### src/gpm_defs.svh
// Address map, reset values and pin positions of the muxed port
`ifndef GPM_DEFS_SVH
`define GPM_DEFS_SVH

// Register offsets
`define GPM_OFS_PIN     8'h00
`define GPM_OFS_LAT     8'h01
`define GPM_OFS_DIR     8'h02
`define GPM_OFS_SHARED  8'h03
`define GPM_OFS_WDT     8'h04

// Reset values
`define GPM_RST_LAT     8'h00
`define GPM_RST_DIR     8'hFF
`define GPM_RST_ANA     8'h00
`define GPM_RST_WDT     8'h00
`define GPM_RST_SHD     8'h00
`define GPM_RD_ZERO     8'h00

// Watchdog control bit that opens the shared address
`define GPM_WDT_SHR_BIT 4

// Analog-capable pins 7..4, config bits 7..4
`define GPM_ANA_LSB     4
`define GPM_ANA_MSB     7

// Pins owned by the memory interface: 3..0
`define GPM_EMI_MSB     3'h3

// Parallel port and relocated pwm pin positions
`define GPM_PIN_PD7     3'h2
`define GPM_PIN_PD6     3'h3
`define GPM_PIN_PD3     3'h4
`define GPM_PIN_BE      3'h5
`define GPM_PIN_RD      3'h6
`define GPM_PIN_P3C     3'h4
`define GPM_PIN_P3B     3'h5
`define GPM_PIN_P1C     3'h6

`endif

### src/gpm_pkg.sv
// Types shared by the muxed port and its users
package gpm_pkg;

	// Who drives a pin this cycle
	typedef enum logic [1:0] {
		OWN_PORT,
		OWN_EMI,
		OWN_PMP,
		OWN_PWM
	} gpm_owner_e;

	// Parallel master port signals toward the pins
	typedef struct packed {
		logic [2:0] dout;    // {bit7, bit6, bit3}
		logic       dout_en; // data lanes drive
		logic       be;      // byte enable
		logic       rd_out;  // read strobe value
		logic       rd_oe;   // read strobe drives
	} gpm_pmp_out_s;

	// Parallel master port signals from the pins
	typedef struct packed {
		logic [2:0] din;     // {bit7, bit6, bit3}
		logic       rd_in;   // read strobe in
	} gpm_pmp_in_s;

	// Pwm channels that may be relocated
	typedef struct packed {
		logic p3c;
		logic p3b;
		logic p1c;
		logic shutdown;      // shutdown event active
		logic tri_on_shut;   // float pins in shutdown
	} gpm_pwm_s;

	typedef logic [7:0] gpm_byte_t;

endpackage

### src/gpm_port.sv
// Eight-bit general purpose port with alternate function mux
//
// Design decisions made here: the register offsets and the strobed register port.
`timescale 1ns/1ps
`default_nettype none
`include "gpm_defs.svh"

// Notes on behaviour
// - Eight pins, output latch, readable state
// - Each pin has own direction bit
// - Memory interface drives low four pins
// - Pins 0..3 carry address 16..19
// - Memory interface ignores direction, forces output
// - Pins 4..7 analog or digital per bit
// - Analog at reset, output driver undisturbed
// - Parallel data 7,6,3 on pins 2,3,4
// - Parallel byte enable on pin 5
// - Parallel read strobe pin 6, both ways
// - Relocate pwm channels when config cleared
// - Pwm wins over latch, needs direction 0
// - Pwm pins may float during shutdown
// - Pins 4..6 feed comparator inputs
// - Port exists only on large package
// - Shared address shows analog config when open
module gpm_port
	import gpm_pkg::*;
#(
	parameter bit LARGE_PACKAGE = 1'b1
) (
	// Clock and reset
	input  wire logic         clk,
	input  wire logic         sys_rst,
	// Register port
	input  wire logic [7:0]   reg_addr,
	input  wire logic [7:0]   reg_wdata,
	input  wire logic         reg_wr,
	input  wire logic         reg_rd,
	output var  logic [7:0]   reg_rdata,
	// Port pins
	input  wire logic [7:0]   pin_in,
	output var  logic [7:0]   pin_out,
	output var  logic [7:0]   pin_oe,
	// External memory interface
	input  wire logic         ext_mem_en,
	input  wire logic [3:0]   ext_addr_hi,
	// Parallel master port
	input  wire logic         parallel_port_mux_sel,
	input  wire gpm_pmp_out_s pmp_out,
	output var  gpm_pmp_in_s  pmp_in,
	// Enhanced pwm channels
	input  wire logic         pwm_channel_relocate_cfg,
	input  wire gpm_pwm_s     pwm,
	// Analog routing, pins 7..4
	output var  logic [3:0]   analog_sel
);

	// Pin owner by priority: memory, pwm, parallel, latch
	// Later tests override earlier ones, so the last match wins
	// Pins outside every alternate range stay with the latch
	function automatic gpm_owner_e owner_of(
		input logic [2:0] idx,
		input logic       emi,
		input logic       pmp_on,
		input logic       pwm_on
	);
		logic is_pmp;
		logic is_pwm;
		is_pmp = (idx >= `GPM_PIN_PD7) && (idx <= `GPM_PIN_RD);
		is_pwm = (idx >= `GPM_PIN_P3C) && (idx <= `GPM_PIN_P1C);
		owner_of = OWN_PORT;
		if (pmp_on && is_pmp) begin
			owner_of = OWN_PMP;
		end
		if (pwm_on && is_pwm) begin
			owner_of = OWN_PWM;
		end
		if (emi && (idx <= `GPM_EMI_MSB)) begin
			owner_of = OWN_EMI;
		end
	endfunction

	// Software-visible state
	gpm_byte_t lat_reg;
	gpm_byte_t lat_next;
	gpm_byte_t dir_reg;
	gpm_byte_t dir_next;
	gpm_byte_t ana_reg;
	gpm_byte_t ana_next;
	gpm_byte_t wdt_reg;
	gpm_byte_t wdt_next;
	gpm_byte_t shd_reg;
	gpm_byte_t shd_next;

	// Pin synchronisers
	gpm_byte_t sync1_reg;
	gpm_byte_t sync2_reg;

	// Output flops
	gpm_byte_t   rdata_reg;
	gpm_byte_t   rdata_next;
	gpm_byte_t   pout_reg;
	gpm_byte_t   pout_next;
	gpm_byte_t   poe_reg;
	gpm_byte_t   poe_next;
	gpm_pmp_in_s pin_reg;
	gpm_pmp_in_s pin_next;
	logic [3:0]  asel_reg;
	logic [3:0]  asel_next;

	// Address decode
	wire logic hit_pin    = (reg_addr == `GPM_OFS_PIN);
	wire logic hit_lat    = (reg_addr == `GPM_OFS_LAT);
	wire logic hit_dir    = (reg_addr == `GPM_OFS_DIR);
	wire logic hit_shared = (reg_addr == `GPM_OFS_SHARED);
	wire logic hit_wdt    = (reg_addr == `GPM_OFS_WDT);

	// Shared address steering
	// A write while the window is closed lands in the default byte
	wire logic shared_open = wdt_reg[`GPM_WDT_SHR_BIT];
	wire logic wr_ana      = reg_wr && hit_shared && shared_open;
	wire logic wr_shd      = reg_wr && hit_shared && !shared_open;

	// Writing the pin address also loads the latch
	wire logic wr_lat = reg_wr && (hit_lat || hit_pin);
	wire logic wr_dir = reg_wr && hit_dir;
	wire logic wr_wdt = reg_wr && hit_wdt;

	// Register next values
	assign lat_next = wr_lat ? reg_wdata : lat_reg;
	assign dir_next = wr_dir ? reg_wdata : dir_reg;
	assign ana_next = wr_ana ? reg_wdata : ana_reg;
	assign shd_next = wr_shd ? reg_wdata : shd_reg;
	assign wdt_next = wr_wdt ? reg_wdata : wdt_reg;

	// Cleared config bit selects analog on pins 7..4
	wire logic [3:0] ana_pins = ~ana_reg[`GPM_ANA_MSB:`GPM_ANA_LSB];
	// Pins 3..0 are digital only, so always readable
	wire gpm_byte_t  dig_mask = {~ana_pins, 4'hF};

	// Pin state read; analog pins read low
	wire gpm_byte_t pin_state = LARGE_PACKAGE ? (sync2_reg & dig_mask) : `GPM_RD_ZERO;

	// Read data mux; unmapped addresses read zero
	wire gpm_byte_t shared_rd = shared_open ? ana_reg : shd_reg;
	wire gpm_byte_t lat_rd    = LARGE_PACKAGE ? lat_reg : `GPM_RD_ZERO;
	wire gpm_byte_t dir_rd    = LARGE_PACKAGE ? dir_reg : `GPM_RD_ZERO;
	assign rdata_next = !reg_rd    ? `GPM_RD_ZERO :
	                    hit_pin    ? pin_state    :
	                    hit_lat    ? lat_rd       :
	                    hit_dir    ? dir_rd       :
	                    hit_shared ? shared_rd    :
	                    hit_wdt    ? wdt_reg      :
	                    `GPM_RD_ZERO;

	// Pwm channels move here only when config bit is low
	wire logic pwm_here = !pwm_channel_relocate_cfg;
	// Parallel port owns its pins only with mux select 0
	wire logic pmp_here = !parallel_port_mux_sel;

	// Float relocated pwm pins in shutdown when asked
	wire logic pwm_float = pwm.shutdown && pwm.tri_on_shut;

	// Alternate function values laid out by pin
	// Address bit 16 lands on pin 0, bit 19 on pin 3
	wire gpm_byte_t emi_val = {4'h0, ext_addr_hi};
	wire gpm_byte_t pwm_val = {1'b0, pwm.p1c, pwm.p3b, pwm.p3c, 4'h0};
	// Data bit 7 on pin 2, bit 6 on pin 3, bit 3 on pin 4
	wire gpm_byte_t pmp_val = {1'b0, pmp_out.rd_out, pmp_out.be,
	                           pmp_out.dout[0], pmp_out.dout[1], pmp_out.dout[2], 2'b00};
	wire gpm_byte_t pmp_oen = {1'b0, pmp_out.rd_oe, 1'b1, {3{pmp_out.dout_en}}, 2'b00};

	// Per-pin driver selection
	for (genvar i = 0; i < 8; i++) begin : g_pin
		wire gpm_owner_e own = owner_of(3'(i), ext_mem_en, pmp_here, pwm_here);
		// Own variables per pin keep each process the sole writer
		logic out_bit;
		logic oe_bit;
		always_comb begin
			unique case (own)
				// Memory address beats all other drivers
				OWN_EMI: begin
					out_bit = emi_val[i];
					oe_bit  = 1'b1;
				end
				// Pwm wins, only with direction 0
				OWN_PWM: begin
					out_bit = pwm_val[i];
					oe_bit  = !dir_reg[i] && !pwm_float;
				end
				// Parallel port drives its own enables
				OWN_PMP: begin
					out_bit = pmp_val[i];
					oe_bit  = pmp_oen[i];
				end
				// Ordinary port pin follows its direction bit
				OWN_PORT: begin
					out_bit = lat_reg[i];
					oe_bit  = !dir_reg[i];
				end
			endcase
		end
		assign pout_next[i] = out_bit;
		assign poe_next[i]  = oe_bit;
	end

	// Pin order of address bits is 16..19 on pins 0..3
	// Analog select leaves the driver above untouched

	// Read strobe and data are also taken back in
	assign pin_next.din   = {sync2_reg[`GPM_PIN_PD7],
	                         sync2_reg[`GPM_PIN_PD6],
	                         sync2_reg[`GPM_PIN_PD3] & dig_mask[`GPM_PIN_PD3]};
	assign pin_next.rd_in = sync2_reg[`GPM_PIN_RD] & dig_mask[`GPM_PIN_RD];

	// Analog pins 4..6 reach comparators, 4..7 the converter
	assign asel_next = LARGE_PACKAGE ? ana_pins : 4'h0;

	// Software registers
	always_ff @(posedge clk) begin
		if (sys_rst) begin
			lat_reg <= `GPM_RST_LAT;
			dir_reg <= `GPM_RST_DIR;
			ana_reg <= `GPM_RST_ANA;
			wdt_reg <= `GPM_RST_WDT;
			shd_reg <= `GPM_RST_SHD;
		end else begin
			lat_reg <= lat_next;
			dir_reg <= dir_next;
			ana_reg <= ana_next;
			wdt_reg <= wdt_next;
			shd_reg <= shd_next;
		end
	end

	// Two-flop synchroniser; first stage feeds only the second
	// Pin levels are asynchronous; one flop alone could go metastable
	always_ff @(posedge clk) begin
		if (sys_rst) begin
			sync1_reg <= 8'h00;
			sync2_reg <= 8'h00;
		end else begin
			sync1_reg <= pin_in;
			sync2_reg <= sync1_reg;
		end
	end

	// Registered outputs; small package keeps every pin floating
	always_ff @(posedge clk) begin
		if (sys_rst) begin
			rdata_reg <= `GPM_RD_ZERO;
			pout_reg  <= 8'h00;
			poe_reg   <= 8'h00;
			pin_reg   <= '0;
			asel_reg  <= 4'hF;
		end else begin
			rdata_reg <= rdata_next;
			pout_reg  <= pout_next;
			// No driver without the large package
			poe_reg   <= LARGE_PACKAGE ? poe_next : 8'h00;
			pin_reg   <= pin_next;
			asel_reg  <= asel_next;
		end
	end

	// Output assignments
	assign reg_rdata  = rdata_reg;
	assign pin_out    = pout_reg;
	assign pin_oe     = poe_reg;
	assign pmp_in     = pin_reg;
	assign analog_sel = asel_reg;

endmodule

`default_nettype wire

### config.mk
export PLATFORM = sky130hd
export DESIGN_NAME = gpm_port
export DESIGN_NICKNAME = d
export VERILOG_FILES = /design/src/gpm_pkg.sv /design/src/gpm_port.sv
export VERILOG_INCLUDE_DIRS = /design/src
export SDC_FILE = /design/constraint.sdc
export NUM_CORES = 1
export LEC_CHECK = 0
export ABC_AREA = 1
export BUFFER_PORTS_ARGS = -buffer_cell sky130_fd_sc_hd__buf_2
export CAP_MARGIN = 20
export CORE_MARGIN = 2
export CORE_UTILIZATION = 45
export CTS_BUF_LIST = sky130_fd_sc_hd__clkbuf_4
export CTS_CLUSTER_SIZE = 8
export DETAILED_ROUTE_END_ITERATION = 10
export MAX_ROUTING_LAYER = met4
export PLACE_DENSITY = 0.71
export SLEW_MARGIN = 20
export SYNTH_ARGS = -nofsm -noshare
export SYNTH_HDL_FRONTEND = slang
export SYNTH_SLANG_ARGS = --single-unit
### constraint.sdc
create_clock -name clk -period 1.1 [get_ports clk]
set_clock_uncertainty 0.05 [all_clocks]
set_input_delay 0.11 -clock clk [delete_from_list [all_inputs] [get_ports clk]]
set_output_delay 0.11 -clock clk [all_outputs]
set_load 0.02 [all_outputs]
### Word-level counts from Yosys, hierarchy flattened

Cells that the tools add are included.

* equality and inequality tests: 13
* mux-type cells: 24
* bitwise gates (word level): 6
* reductions and logical operators: 32

Operators by type and width (count)
* 2-to-1 mux 8 bit: 6
* case mux 1 bit (4 select lines): 11
* == test 8 x 2 -> 1 bit (second input constant): 2
* logical AND 1 bit: 14
* zero test 1 bit: 10
* case mux 1 bit (3 select lines): 3
* AND 8 bit: 1
* == test 2 bit (second input constant): 4
* == test 8 x 1 -> 1 bit (second input constant): 1
* == test 8 x 3 -> 1 bit (second input constant): 1
* zero test 8 bit: 1
* inverter 4 bit: 2
* zero test 2 bit: 3
* 2-to-1 mux 2 bit: 3
* OR reduction 2 bit: 3
* == test 1 x 2 -> 1 bit (second input constant): 2
* == test 2 x 1 -> 1 bit (second input constant): 2
* AND 1 bit: 2
* == test 1 bit (second input constant): 1
* logical OR 1 bit: 1
* 2-to-1 mux 1 bit: 1
* inverter 1 bit: 1

* bits in registers: 88
* bits of input ports: 47
* output and inout bits: 32
* logic and storage cells: 88

### Depth between registers and ports, before layout

* depth in word-level cells: 6
* mapped depth: 10
* mapped depth without buffers: 9

### Worst setup path before layout

No wires, ideal clock.

* path type: register to register
* from: register wdt_reg[4]
* to: register rdata_reg[5] (netlist: reg_rdata[5])
* library setup time: 0.120 ns
* arrival: 1.057 ns
* data required time: 0.930 ns
* setup slack: -0.127 ns
* stages on the path, launching flop included: 8
* path buffers: 2
* clock period less this slack: 1.227 ns
* path through: dfxtp_1 buf_2 clkbuf_1 o21ai_0 nand2_1 nand3_1 nor2_1 nor2_1

* longest elaborated chain between the ends: 5

RTL lines
* start, declared: line gpm_port.sv:89 `gpm_byte_t wdt_reg;`
* start signal, assigned: line gpm_port.sv:224 `` wdt_reg <= `GPM_RST_WDT; ``
* start signal, assigned: line gpm_port.sv:230 `wdt_reg <= wdt_next;`
* 2-to-1 mux 8 bit: line gpm_port.sv:144 `wire gpm_byte_t shared_rd = shared_open ? ana_reg : shd_reg;`
* 2-to-1 mux 8 bit (no line) (4 in series)
* end signal, assigned: line gpm_port.sv:250 `` rdata_reg <= `GPM_RD_ZERO; ``
* end signal, assigned: line gpm_port.sv:256 `rdata_reg <= rdata_next;`
* end, declared: line gpm_port.sv:99 `gpm_byte_t rdata_reg;`

Every way passes these cells.
A chain may end at the register's enable or synchronous reset.

### Worst setup path after layout

* from: register wdt_reg[4]
* to: register rdata_reg[4] (netlist: reg_rdata[4])

* longest elaborated chain between the ends: 5
* elaborated cells on any way between the ends: 6
* those cells by class: 6 x mux

RTL lines
* 2-to-1 mux 8 bit (on tied branches)
* 2-to-1 mux 8 bit (no line) * (4 in series)

Every way passes the cells marked *; elsewhere a longest branch is shown, timed or not.

==> out/metrics.yaml <==
routing:
  drt-pass1-iter-count: 4
  top_layer_used: "met4"
  wl_met3_um: 570
  wirelength_um: 10160
  first_iter_violations: 176
  antenna_left: 0
  drcViolationCount: 0
  vias: 3527
  wl_met2_um: 5278
  post_drt_wl_per_cell_um: 14.09
  wl_met1_um: 4064
  detail_route.vias_per_cell: 4.892
power:
  pwr-share-clk_pct: 29.9
  p_sw_uw: 1467
  peakVddDrop_v: 0.001033
  p_comb_share_pct: 10.7
  sw_frac_of_total_pct: 26.68
  p_int_uw: 4031
  leakagePower_uw: 0.002393
  powerDensity_mw_per_mm2: 1074
  p_seq_share_pct: 59.4
floorplanning:
  rows: 32
  num_io_pins: 79
  start_util_pct: 45.98
  die_y_um: 92.63
  die_area_mm2: 0.008579
  core_mm2: 0.007687
  die_w_um: 92.63
worst_setup_path:
  path_class: "reg2reg"
  cp_common_cell: "nand3_2"
  r2r_cells: 7
  arrival_ps: 1560
  start_kind: "flip-flop"
  cp-end-kind: "flip-flop"
  path_depth: 7
  cp_num_buf_inv: 2
  cp_top_family: "simple AND/OR/NAND/NOR gates"
  critPathMaxStageDelay_ps: 390
  worstPathRequired_ps: 1370
  crit_fanout: 11
  cpMaxStageDelayCell: "dfxtp_4"
  cp_cell_sequence: "bufbuf_16 -> nand3_2 -> nand2_2 -> nor2_4 -> nand3_2 -> nand2_1 -> inv_1"
global_routing:
  grt_pass1_wl_um: 15920
  antenna_found_initial: 0
  grt_usage_pct: 24.38
  overflow: 0
  grt_max_degree: 26
  grt_pass1_vias: 3473
yosys:
  synth_top_family_by_area: "simple AND/OR/NAND/NOR gates"
  synth_edf_count: 0
  synthMuxAreaShare_pct: 0
  synth-compound-area-share_pct: 6.832
  syn_inst: 483
  synth_xor_area_share_pct: 0
  synth_seq_cells: 88
  syn_nets: 530
  syn-cell-area_mm2: 0.003535
  ys_seq_area_share_pct: 49.84
  synthFlopType: "dfxtp_1"
  synth_common_cells: "nand2_1, dfxtp_1, nand3_1"
  synth_top_cell_area_share_pct: 49.84
  ys_warn_count: 0
  yosys.area_share.adder_pct: 0
  synth_cell_types: 22
  synth_area_leaders: "dfxtp_1, nand2_1, nand3_1"
  synth-simple-area-share_pct: 33.98
  synthArstFlopShare_pct: 0
  avgSynthCellArea_um2: 7.318
  yosysTopAreaCell: "dfxtp_1"
  yosysMostFrequentCell: "nand2_1"
layout:
  fin_nets: 661
  area_delta_synth_final_pct: 44.88
  final-seq-area_mm2: 0.001788
  multi_input_area_mm2: 0.001635
  design_area_mm2: 0.005121
  antenna_cells: 0
  nFillCells: 650
  drive_above_1_share_pct: 32.79
clock_network:
  numCtsBuffers: 9
  clockBufferDepth: 2
  clock_sinks: 88
  cts-root-buf: "clkbuf_4"
  clock_latency_ps: 430
  htreeDepth: 3
  path_clk_slew_ps: 150
  cts_tree: "yes"
place:
  gp_congestion: 0.8384
  placedInstanceArea_mm2: 0.004190
  dpl.hpwl_um: 6493
  place_ws_ps: -237.4
  portBuffers: 78
sta:
  finalCritPeriodShare_pct: 116.8
  fmax_ghz: 0.7785
  worst_pin_slew_ps: 342.7
  hold_viol: 0
  tns_ps: -1700
  setup_ws_ps: -184.5
  min_period_ps: 1285
  slew_headroom_pct: 77.16
  setup_viol: 24
  drv_slew: 0
  rsz0062_at_grt: "true"
worst_hold_path:
  hold_class: "in2reg"
  holdPathStages: 5
job:
  max_cap_viol_count: 0
run_status:
  violations: "negative setup slack"
  status: "finished, violations left"
==> what timing repair did <==
item	in CTS	in global routing
buffers inserted	0	1
pin swaps	1	22
gates cloned	3	0
hold endpoints to repair	69	1
gates resized for setup	18	103
setup endpoints to repair	24	53
hold buffers	38	1
==> power groups by stage <==
stage | registers [uW] | clock network (uW) | logic [uW]
2_1_floorplan | 3370 | 0 | 187
3_3_place_gp | 3330 | 0 | 438
3_5_place_dp | 3330 | 0 | 447
4_1_cts | 3260 | 1700 | 554
5_1_grt | 3270 | 1820 | 640
6_report | 3270 | 1640 | 586
==> through the flow <==
stage / hold WS [ps] / total power [uW] / utilization (%) / std cells
floorplan: 167.0 / 3555 / - / 483
global placement: 259.9 / 3771 / 54.51 / 664
detailed placement: 271.0 / 3781 / 54.51 / 664
CTS: 19.74 / 5518 / 62.71 / 721
global route: 21.10 / 5736 / 66.62 / 721
finish: 27.84 / 5498 / 66.62 / 721
==> worst min-delay path, cell delays in order <==
cell	delay [ps]
buf_2	130
nand3_1	80
nand3_1	80
nand2_1	60
inv_1	30
==> final timing paths <==
check	slack [ps]	to	from
setup reg to reg	-180	reg_rdata[4]	wdt_reg[4]
hold / removal	30	pin_out[2]	parallel_port_mux_sel
setup / recovery	-180	reg_rdata[4]	wdt_reg[4]
hold reg to reg	360	sync2_reg[2]	sync1_reg[2]
==> cells in the final DEF, fill, tap and decap left out, types with 12 or more instances in the layout <==
cell type / instances
a21oi_1: 26
buf_2: 50
buf_4: 25
buf_6: 18
dfxtp_1: 69
dfxtp_2: 18
dlygate4sd3_1: 38
inv_1: 49
nand2_1: 114
nand2_2: 18
nand3_1: 50
nand3_2: 12
nor2_1: 48
==> layout make-up <==
class / instances / share of cell area [%]
sequential: 88 / 34.91
multi-input combinational: 318 / 31.93
timing repair buffer: 139 / 23.55
inverter: 58 / 4.642
tap: 102 / 2.492
clock buffer: 10 / 1.466
clock inverter: 6 / 1.002
==> routing by layer <==
layer  GRT usage, %  vias to the layer above
met3          3.824                       28
met2          43.19                      125
met4          9.069                        0
met5              -                        -
li1               -                     1778
met1          27.90                     1596
==> logic make-up (layout without fill, tap and decap cells) <==
logic type,count (synthesis),count (layout)
AND/OR/NAND/NOR,272,273
flip-flops,88,88
buffers and inverters,78,213
AO/OA/AOI/OAI,45,45
No activity file was read; power rests on OpenSTA's default activity.
